$ cat config.mk
export PLATFORM = sky130hd
export DESIGN_NAME = timer_mode_io_control
export DESIGN_NICKNAME = d
export VERILOG_FILES = /design/src/pkg/timer_cfg_pkg.sv /design/src/pkg/chan_cfg_if.sv /design/src/rtl/chan_func_decode.sv /design/src/rtl/timer_mode_io_control.sv
export SDC_FILE = /design/constraint.sdc
export NUM_CORES = 1
export LEC_CHECK = 0
export BUFFER_PORTS_ARGS = -buffer_cell sky130_fd_sc_hd__buf_2
export CAP_MARGIN = 10
export CORE_UTILIZATION = 35
export CTS_CLUSTER_SIZE = 8
export DETAILED_ROUTE_END_ITERATION = 16
export HOLD_SLACK_MARGIN = 0.03
export PLACE_DENSITY_LB_ADDON = 0.2
export SYNTH_ARGS = -nofsm -noshare
export SYNTH_HDL_FRONTEND = slang
export SYNTH_HIERARCHICAL = 1
export SYNTH_SLANG_ARGS = --single-unit
$ cat constraint.sdc
create_clock -name clk_i -period 2.9 [get_ports clk_i]
set_input_delay 0.435 -clock clk_i [delete_from_list [all_inputs] [get_ports clk_i]]
set_output_delay 0.435 -clock clk_i [all_outputs]
set_load 0.05 [all_outputs]
$ cat src/pkg/timer_cfg_pkg.sv
// Purpose: Shared constants and types of the timer mode and I/O control.
// Assumes: Registers sit on 32-bit Wishbone words, data in the low byte, status words up to 20 bits.
// Notes:   Mode codes and nibble layouts are shared by both design files.
package timer_cfg_pkg;
  localparam int NUM_CH = 5;
  localparam int NUM_GR = 4;
  // Word regions, selected by address bits 6:5
  localparam logic [1:0] K_MODE = 2'h0;
  localparam logic [1:0] K_IOH  = 2'h1;
  localparam logic [1:0] K_IOL  = 2'h2;
  localparam logic [1:0] K_STAT = 2'h3;
  localparam logic [2:0] PIN_SLOT = 3'h5;
  // Mode register layout and reset values
  localparam int BUF_A_BIT = 4;
  localparam int BUF_B_BIT = 5;
  localparam logic [1:0] MODE_FIXED_ONES = 2'h3;
  localparam logic [5:0] MODE_RESET      = 6'h00;
  localparam logic [5:0] MODE_MASK_CD    = 6'h3F;
  localparam logic [5:0] MODE_MASK_NOCD  = 6'h0F;
  localparam logic [7:0] IO_RESET        = 8'h00;
  // Mode field codes
  localparam logic [3:0] MD_NORMAL  = 4'h0;
  localparam logic [3:0] MD_PWM1    = 4'h2;
  localparam logic [3:0] MD_PWM2    = 4'h3;
  localparam logic [3:0] MD_PHASE1  = 4'h4;
  localparam logic [3:0] MD_PHASE2  = 4'h5;
  localparam logic [3:0] MD_PHASE3  = 4'h6;
  localparam logic [3:0] MD_PHASE4  = 4'h7;
  localparam logic [3:0] MD_RSYNC   = 4'h8;
  localparam logic [3:0] MD_CP_PEAK = 4'hD;
  localparam logic [3:0] MD_CP_BOT  = 4'hE;
  localparam logic [3:0] MD_CP_BOTH = 4'hF;
  // Capture edge codes; zero means the alternate capture source
  localparam logic [1:0] EDGE_ALT  = 2'h0;
  localparam logic [1:0] EDGE_RISE = 2'h1;
  localparam logic [1:0] EDGE_FALL = 2'h2;
  localparam logic [1:0] EDGE_BOTH = 2'h3;
  localparam logic [1:0] ACT_HOLD  = 2'h0;
  localparam logic [1:0] ACT_ZERO  = 2'h1;
  localparam logic [1:0] ACT_ONE   = 2'h2;
  localparam logic [1:0] ACT_TOGL  = 2'h3;

  typedef enum logic [11:0] {
    MODE_NORMAL  = 12'h001,
    MODE_PWM1    = 12'h002,
    MODE_PWM2    = 12'h004,
    MODE_PHASE1  = 12'h008,
    MODE_PHASE2  = 12'h010,
    MODE_PHASE3  = 12'h020,
    MODE_PHASE4  = 12'h040,
    MODE_RSYNC   = 12'h080,
    MODE_CP_PEAK = 12'h100,
    MODE_CP_BOT  = 12'h200,
    MODE_CP_BOTH = 12'h400,
    MODE_BAD     = 12'h800
  } mode_e;

  // Channels 1 and 2 have no general registers C and D
  function automatic logic has_cd(input logic [2:0] ch);
    return (ch != 3'h1) && (ch != 3'h2);
  endfunction : has_cd

  // Codes that make channel 3 take channel 4 along
  function automatic logic pair_mode(input logic [3:0] f);
    return (f == MD_RSYNC) || (f == MD_CP_PEAK) ||
           (f == MD_CP_BOT) || (f == MD_CP_BOTH);
  endfunction : pair_mode
endpackage : timer_cfg_pkg

$ cat src/pkg/chan_cfg_if.sv
// Purpose: Carries one channel's settings to its decoder and back.
// Assumes: One instance per channel, inside the top module.
// Notes:   Results are registered inside the decoder.
`timescale 1ns/100ps
`default_nettype none
interface chan_cfg_if;
  import timer_cfg_pkg::*;
  logic [3:0]  mode_field;
  logic        buf_a;
  logic        buf_b;
  logic [15:0] io_nibs;
  mode_e       mode;
  logic [3:0]  cmp_en;
  logic [3:0]  cap_en;
  logic [7:0]  act;
  logic [7:0]  edge_sel;
  logic [3:0]  init_lvl;
  modport regs (output mode_field, buf_a, buf_b, io_nibs,
                input  mode, cmp_en, cap_en, act, edge_sel, init_lvl);
  modport dec  (input  mode_field, buf_a, buf_b, io_nibs,
                output mode, cmp_en, cap_en, act, edge_sel, init_lvl);
endinterface : chan_cfg_if
`default_nettype wire

$ cat src/rtl/chan_func_decode.sv
// Purpose: Decodes one channel's mode and register functions.
// Assumes: Settings arrive already resolved for channel pairing.
// Notes:   All results are flops, one cycle behind the settings.
`timescale 1ns/100ps
`default_nettype none
module chan_func_decode
  import timer_cfg_pkg::*;
(
  input wire logic clk_i,
  input wire logic rst_i,
  chan_cfg_if.dec  cfg
);
  logic [3:0] live;

  // Buffer pairing silences C and D
  assign live = {~cfg.buf_b, ~cfg.buf_a, 2'b11};

  // Mode field decode; reserved codes flag as bad
  always_ff @(posedge clk_i) begin
    if (rst_i) begin
      cfg.mode <= MODE_NORMAL;
    end else begin
      case (cfg.mode_field)
        MD_NORMAL:  cfg.mode <= MODE_NORMAL;
        MD_PWM1:    cfg.mode <= MODE_PWM1;
        MD_PWM2:    cfg.mode <= MODE_PWM2;
        MD_PHASE1:  cfg.mode <= MODE_PHASE1;
        MD_PHASE2:  cfg.mode <= MODE_PHASE2;
        MD_PHASE3:  cfg.mode <= MODE_PHASE3;
        MD_PHASE4:  cfg.mode <= MODE_PHASE4;
        MD_RSYNC:   cfg.mode <= MODE_RSYNC;
        MD_CP_PEAK: cfg.mode <= MODE_CP_PEAK;
        MD_CP_BOT:  cfg.mode <= MODE_CP_BOT;
        MD_CP_BOTH: cfg.mode <= MODE_CP_BOTH;
        default:    cfg.mode <= MODE_BAD;
      endcase
    end
  end

  // One nibble per general register, A in the low nibble
  for (genvar r = 0; r < NUM_GR; r++) begin : g_gr
    logic [3:0] n;
    assign n = cfg.io_nibs[4*r +: 4];
    always_ff @(posedge clk_i) begin
      if (rst_i) begin
        cfg.cmp_en[r]         <= 1'b0;
        cfg.cap_en[r]         <= 1'b0;
        cfg.act[2*r +: 2]      <= ACT_HOLD;
        cfg.edge_sel[2*r +: 2] <= EDGE_ALT;
        cfg.init_lvl[r]       <= 1'b0;
      end else begin
        cfg.cmp_en[r] <= live[r] & ~n[3];
        cfg.cap_en[r] <= live[r] & n[3];
        cfg.act[2*r +: 2] <= (live[r] & ~n[3]) ? n[1:0] : ACT_HOLD;
        cfg.init_lvl[r] <= live[r] & ~n[3] & n[2];
        if (!live[r] || !n[3] || n[2]) begin
          cfg.edge_sel[2*r +: 2] <= EDGE_ALT;
        end else if (n[1]) begin
          cfg.edge_sel[2*r +: 2] <= EDGE_BOTH;
        end else if (n[0]) begin
          cfg.edge_sel[2*r +: 2] <= EDGE_FALL;
        end else begin
          cfg.edge_sel[2*r +: 2] <= EDGE_RISE;
        end
      end
    end
  end
endmodule : chan_func_decode
`default_nettype wire

$ cat src/rtl/timer_mode_io_control.sv
// Purpose: Mode and I/O control registers of a five-channel timer.
// Assumes: Classic Wishbone slave, one byte per aligned 32-bit word, status words up to 20 bits.
// Notes:   Decoded settings and pin levels leave as registered outputs.
`timescale 1ns/100ps
`default_nettype none
module timer_mode_io_control
  import timer_cfg_pkg::*;
(
  input  wire logic        clk_i,
  input  wire logic        rst_i,
  input  wire logic        wb_cyc_i,
  input  wire logic        wb_stb_i,
  input  wire logic        wb_we_i,
  input  wire logic [7:0]  wb_adr_i,
  input  wire logic [3:0]  wb_sel_i,
  input  wire logic [31:0] wb_dat_i,
  output logic      [31:0] wb_dat_o,
  output logic             wb_ack_o,
  input  wire logic [4:0]  counter_start_i,
  input  wire logic [4:0]  counter_clear_i,
  input  wire logic [19:0] compare_match_i,
  output logic      [59:0] mode_o,
  output logic      [4:0]  buf_a_o,
  output logic      [4:0]  buf_b_o,
  output logic      [19:0] cmp_en_o,
  output logic      [19:0] cap_en_o,
  output logic      [39:0] match_act_o,
  output logic      [39:0] cap_edge_o,
  output logic      [19:0] pin_level_o
);

  typedef struct packed {
    logic       valid;
    logic [1:0] kind;
    logic [2:0] ch;
  } reg_sel_s;

  // Address decode, shared by the write and the read path
  function automatic reg_sel_s decode_addr(input logic [7:0] a);
    reg_sel_s s;
    s.kind  = a[6:5];
    s.ch    = a[4:2];
    s.valid = 1'b0;
    if (a[7] == 1'b0 && a[1:0] == 2'b00) begin
      case (s.kind)
        K_MODE:  s.valid = (s.ch < 3'(NUM_CH));
        K_IOH:   s.valid = (s.ch < 3'(NUM_CH));
        K_IOL:   s.valid = (s.ch < 3'(NUM_CH)) && has_cd(s.ch);
        K_STAT:  s.valid = (s.ch <= PIN_SLOT);
        default: s.valid = 1'b0;
      endcase
    end
    return s;
  endfunction : decode_addr

  logic [5:0]  mode_q  [NUM_CH];
  logic [7:0]  ioh_q   [NUM_CH];
  logic [7:0]  iol_q   [NUM_CH];
  logic [4:0]  buf_a_q;
  logic [4:0]  buf_b_q;
  logic [19:0] pin_q;
  logic        ack_q;
  logic [31:0] dat_q;
  logic [31:0] rdata_d;
  logic        req;
  logic        wr_fire;
  logic        rd_fire;
  logic        slave3;
  reg_sel_s    sel;

  // Bus request qualified once per access; ack drops after one cycle
  assign req     = wb_cyc_i & wb_stb_i & ~ack_q;
  assign wr_fire = req & wb_we_i & wb_sel_i[0];
  assign rd_fire = req & ~wb_we_i;
  assign sel     = decode_addr(wb_adr_i);

  // Channel 4 is slaved while channel 3 runs a paired mode
  assign slave3 = pair_mode(mode_q[3][3:0]);

  // Acknowledge every access, mapped or not, one cycle after strobe
  always_ff @(posedge clk_i) begin
    if (rst_i) begin
      ack_q <= 1'b0;
    end else begin
      ack_q <= req;
    end
  end

  // Mode registers; channels without C and D drop the buffer bits
  always_ff @(posedge clk_i) begin
    if (rst_i) begin
      for (int c = 0; c < NUM_CH; c++) begin
        mode_q[c] <= MODE_RESET;
      end
    end else if (wr_fire && sel.valid && sel.kind == K_MODE) begin
      if (has_cd(sel.ch)) begin
        mode_q[sel.ch] <= wb_dat_i[5:0] & MODE_MASK_CD;
      end else begin
        mode_q[sel.ch] <= wb_dat_i[5:0] & MODE_MASK_NOCD;
      end
    end
  end

  // Upper I/O control registers, one per channel
  always_ff @(posedge clk_i) begin
    if (rst_i) begin
      for (int c = 0; c < NUM_CH; c++) begin
        ioh_q[c] <= IO_RESET;
      end
    end else if (wr_fire && sel.valid && sel.kind == K_IOH) begin
      ioh_q[sel.ch] <= wb_dat_i[7:0];
    end
  end

  // Lower I/O control registers exist only where C and D exist
  always_ff @(posedge clk_i) begin
    if (rst_i) begin
      for (int c = 0; c < NUM_CH; c++) begin
        iol_q[c] <= IO_RESET;
      end
    end else if (wr_fire && sel.valid && sel.kind == K_IOL) begin
      iol_q[sel.ch] <= wb_dat_i[7:0];
    end
  end

  // Read mux; unmapped words read zero, mode bits 7:6 read one
  always_comb begin
    rdata_d = 32'h0000_0000;
    if (sel.valid) begin
      case (sel.kind)
        K_MODE: begin
          rdata_d[7:0] = {MODE_FIXED_ONES, mode_q[sel.ch]};
        end
        K_IOH: begin
          rdata_d[7:0] = ioh_q[sel.ch];
        end
        K_IOL: begin
          rdata_d[7:0] = iol_q[sel.ch];
        end
        K_STAT: begin
          if (sel.ch == PIN_SLOT) begin
            rdata_d[19:0] = pin_q;
          end else begin
            rdata_d[11:0] = mode_o[12*sel.ch +: 12];
          end
        end
        default: begin
          rdata_d = 32'h0000_0000;
        end
      endcase
    end
  end

  // Read data registered with the ack, held until the next read
  always_ff @(posedge clk_i) begin
    if (rst_i) begin
      dat_q <= 32'h0000_0000;
    end else if (rd_fire) begin
      dat_q <= rdata_d;
    end
  end

  // Effective buffer pairing, with slaved channel 4 taking channel 3's bits
  always_ff @(posedge clk_i) begin
    if (rst_i) begin
      buf_a_q <= 5'h00;
      buf_b_q <= 5'h00;
    end else begin
      for (int c = 0; c < NUM_CH; c++) begin
        if (c == 4 && slave3) begin
          buf_a_q[c] <= mode_q[3][BUF_A_BIT];
          buf_b_q[c] <= mode_q[3][BUF_B_BIT];
        end else begin
          buf_a_q[c] <= mode_q[c][BUF_A_BIT];
          buf_b_q[c] <= mode_q[c][BUF_B_BIT];
        end
      end
    end
  end

  // One decoder and one set of pin levels per channel
  for (genvar c = 0; c < NUM_CH; c++) begin : g_ch
    chan_cfg_if u_if ();
    logic [5:0] eff;

    // Slaved channel 4 ignores its own mode field and buffer bits
    if (c == 4) begin : g_slave
      assign eff = slave3 ? mode_q[3] : mode_q[4];
    end else begin : g_own
      assign eff = mode_q[c];
    end

    assign u_if.mode_field = eff[3:0];
    assign u_if.buf_a      = eff[BUF_A_BIT];
    assign u_if.buf_b      = eff[BUF_B_BIT];
    assign u_if.io_nibs    = {iol_q[c], ioh_q[c]};

    chan_func_decode u_dec (
      .clk_i (clk_i),
      .rst_i (rst_i),
      .cfg   (u_if)
    );

    assign mode_o[12*c +: 12]     = u_if.mode;
    assign cmp_en_o[4*c +: 4]     = u_if.cmp_en;
    assign cap_en_o[4*c +: 4]     = u_if.cap_en;
    assign match_act_o[8*c +: 8]  = u_if.act;
    assign cap_edge_o[8*c +: 8]   = u_if.edge_sel;

    // Pin level per register; a disabled register keeps its level
    for (genvar r = 0; r < NUM_GR; r++) begin : g_pin
      logic [1:0] act;
      logic       en;
      logic       pwm2;
      logic       hit;
      assign act  = u_if.act[2*r +: 2];
      assign en   = u_if.cmp_en[r];
      assign pwm2 = (u_if.mode == MODE_PWM2);
      assign hit  = compare_match_i[4*c + r];
      always_ff @(posedge clk_i) begin
        if (rst_i) begin
          pin_q[4*c + r] <= 1'b0;
        end else if (!counter_start_i[c]) begin
          // Stopped counter: a code with a match action drives its initial level
          if (en && act != ACT_HOLD) begin
            pin_q[4*c + r] <= u_if.init_lvl[r];
          end
        end else if (pwm2 && counter_clear_i[c] && en) begin
          // Clear outranks a match in the same cycle
          pin_q[4*c + r] <= u_if.init_lvl[r];
        end else if (en && hit) begin
          case (act)
            ACT_ZERO: pin_q[4*c + r] <= 1'b0;
            ACT_ONE:  pin_q[4*c + r] <= 1'b1;
            ACT_TOGL: pin_q[4*c + r] <= ~pin_q[4*c + r];
            default:  pin_q[4*c + r] <= pin_q[4*c + r];
          endcase
        end
      end
    end
  end

  // Bus and pin outputs straight from their flops
  assign wb_ack_o    = ack_q;
  assign wb_dat_o    = dat_q;
  assign buf_a_o     = buf_a_q;
  assign buf_b_o     = buf_b_q;
  assign pin_level_o = pin_q;

endmodule : timer_mode_io_control
`default_nettype wire

==> run metrics <==
status completed; Yosys cell types 80; fraction of layout cells with a size suffix above 1 23.9%; Final GP Congestion 0.927; nets@finish 2040; max frequency 0.429 GHz; fin crit period 2.33 ns; Port Buffer Count 282; CP Class input pin to flip-flop; worst slew pin tran 1.11 ns; Slew headroom 26.1%; Async S/R FF share, synth 0%; Synth area leaders edfxtp_1, dfxtp_1, and2_1; fraction of synthesized cell area in xor and xnor cells 0.0491%; Detailed Routing Iterations Pass 1 5; average wire per standard cell 22.1 microns; Worst EP required 3.41 ns; aggregate global routing overflow 0; Crit. End Element flip-flop; H-tree levels 2; Final Max Slew Viols 0; Yosys top cell area share 29.6%; Starting Density 35.5%; Post-synth EDFFs 176; CP cell instances dlygate4sd3_1 -> buf_6 -> buf_12 -> nor2_1 -> nand2_1 -> o211ai_1 -> o21a_1; post-synthesis cell area 17800 sq um; WP data arrival 2.84 ns; CP peak stage delay 0.60 ns; Synth Area in Adders 1.68%; hold crit path type input pin to flip-flop; Via-to-Cell Ratio 5.02; met2 Usage GRT 35.9%; Seq cells post-synth 427; global-route wire length before repair 86000 microns; clk_skew 0.0270 ns; Pleak 9.13 nW; cell accounting for the most synthesized area edfxtp_1; Top Usage Layer GRT met2; max_cap viols 0; Die Height 228 microns; DPL Wire Length 43500 microns; Power Dens Cells 655 nW/um^2; clock sink count 427; CTS Buffer Depth 3; slowest stage cell, crit path dlygate4sd3_1; total wire length 58600 microns; element type at the critical path start input pin; DR vias 13300; Core ar. 50200 sq um; synth cell count leaders dfxtp_1, edfxtp_1, and2_1; Num CTS Buffers 59; initial antenna violation count 4; register area share after synthesis 57.8%; Main synth FF type dfxtp_1; Synth Area in Compound Gates 11.0%; Register-to-Register Setup Slack 0.69 ns; Routed Antenna Nets 0; largest family of logic cells by synthesized area simple AND/OR/NAND/NOR gates; Cells after Synth 1536; Mean Syn Cell Area 11.6 sq um; I/O pin cnt 322; Post CTS Setup Buffer Count 0; Clk Tree Root Cell clkbuf_16; worst skew pair latency 0.61 ns; met1 usage in global routing 29.0%; Crit Path Max Fanout 171; mux contribution to synthesized area 6.45%; endpoints failing setup 0; Global Route Usage Sum 22.4%; vias in the first global route 13400; area of the die 51900 sq um; largest net degree at the start of global routing 172; Final Hold Viols 0; CTS clk-pin slew, worst paths 0.06 ns; RSZ-0062 raised after global routing no; post_cts resized 0; most common cell in the synthesized netlist dfxtp_1; Max VDD drop 478 uV; Area Overhead vs Synth 23.6%; # rows 82; initial drt markers 1100; GR Util met3 4.64%; Die X 228 microns; Post-Layout Cell Count 2649; Post-Place Cells 2547; crit share post-route 80.3%; Remaining DRCs 0; post-synthesis simple-gate area fraction 19.2%; CTS tree built; yosys warns 6; TNS Setup 0 ns
[where the power goes]
part	switching (W)	total [W]	internal, W	leakage, nW
clock	0.00253	0.00640	0.00387	0.807
combinational	0.000917	0.00130	0.000378	4.52
sequential	0.000221	0.00674	0.00652	3.80
[cell families after synthesis]
group                      after synthesis
AOI/OAI and AO/OA                      291
DFF                                    427
and+or+nand+nor                        557
muxes                                   95
adders and majority gates               24
buffers and inverters                  140
xor gates and xnor gates                 1
other                                    1
[placed cells by master (no fill, tap or decap), types with 60 or more instances in the layout]
cell type | synthesis | routed
buf_2 | 20 | 279
dfxtp_1 | 251 | 251
edfxtp_1 | 176 | 176
and2_1 | 147 | 147
nor2_1 | 117 | 117
conb_1 | 1 | 98
a21oi_1 | 64 | 64
inv_1 | 63 | 63
mux2i_1 | 62 | 62
clkbuf_16 | 0 | 60
[what timing repair did]
action,CTS,global route
setup endpoints to repair,0,0
hold endpoints to repair,1,0
hold buffers,1,0
[registers in the layout, indices dropped and copies added (netlist names)]
signal and cells:
g_ch.u_dec/cfg.init_lvl 20, g_ch.u_dec/cfg.cmp_en 20, iol_q 64, g_ch.u_dec/cfg.mode 60, buf_b_o 5, g_ch.u_dec/cfg.cap_en 20
ioh_q 64, pin_level_o 20, g_ch.u_dec/cfg.act 40, mode_q 48, wb_dat_o 20, g_ch.u_dec/cfg.edge_sel 40
wb_ack_o 1, buf_a_o 5
[layer usage]
| layer | wire (microns) | share of wire, % |
|---|---|---|
| met1 | 25100 | 43 |
| met4 | 2420 | 4.1 |
| met5 | 0 | 0 |
| met3 | 3800 | 6.5 |
| met2 | 27300 | 47 |
[path summary, 6_finish.rpt]
path                                    startpoint                         to  cells after the start
worst max register to register        mode_q[3][0]  g_ch[4].u_dec/cfg.mode[1]                      6
worst min register to register         wb_dat_o[4]                wb_dat_o[4]                      2
worst max-delay path                         rst_i                wb_dat_o[5]                      7
worst min-delay path            counter_start_i[2]             pin_level_o[8]                      3
[cell type report]
cell class              instances  area [sq um]
well taps                     672           841
repair buffers                320          1750
inverters                      63           236
diodes                          2          5.00
flip-flops and latches        427         10300
multi-input cells            1066          7210
fillers                      4810         28100
clock buffers                  96          1640
clock inverters                 3          55.1
[through the flow]
step | area, sq um | total power, W | hold WS, ns | setup slack (ns) | util (%)
after floorplan | 18200 | 0.00767 | 0.444 | 0.588 | -
after global placement | 20300 | 0.00813 | 0.448 | 0.198 | 40.5
after detailed placement | 20300 | 0.00815 | 0.447 | 0.155 | 40.5
after CTS | 22000 | 0.0146 | 0.176 | 0.667 | 43.9
after global routing | 22000 | 0.0149 | 0.207 | 0.506 | 43.9
final | 22000 | 0.0144 | 0.196 | 0.571 | 43.9
[critical path: cells and delay by family]
kind            cells  cell delay (ns)
buf+inv             3             1.20
simple gates        2             0.57
compound gates      2             0.29
Note: power is estimated with default switching activity, not from simulation.
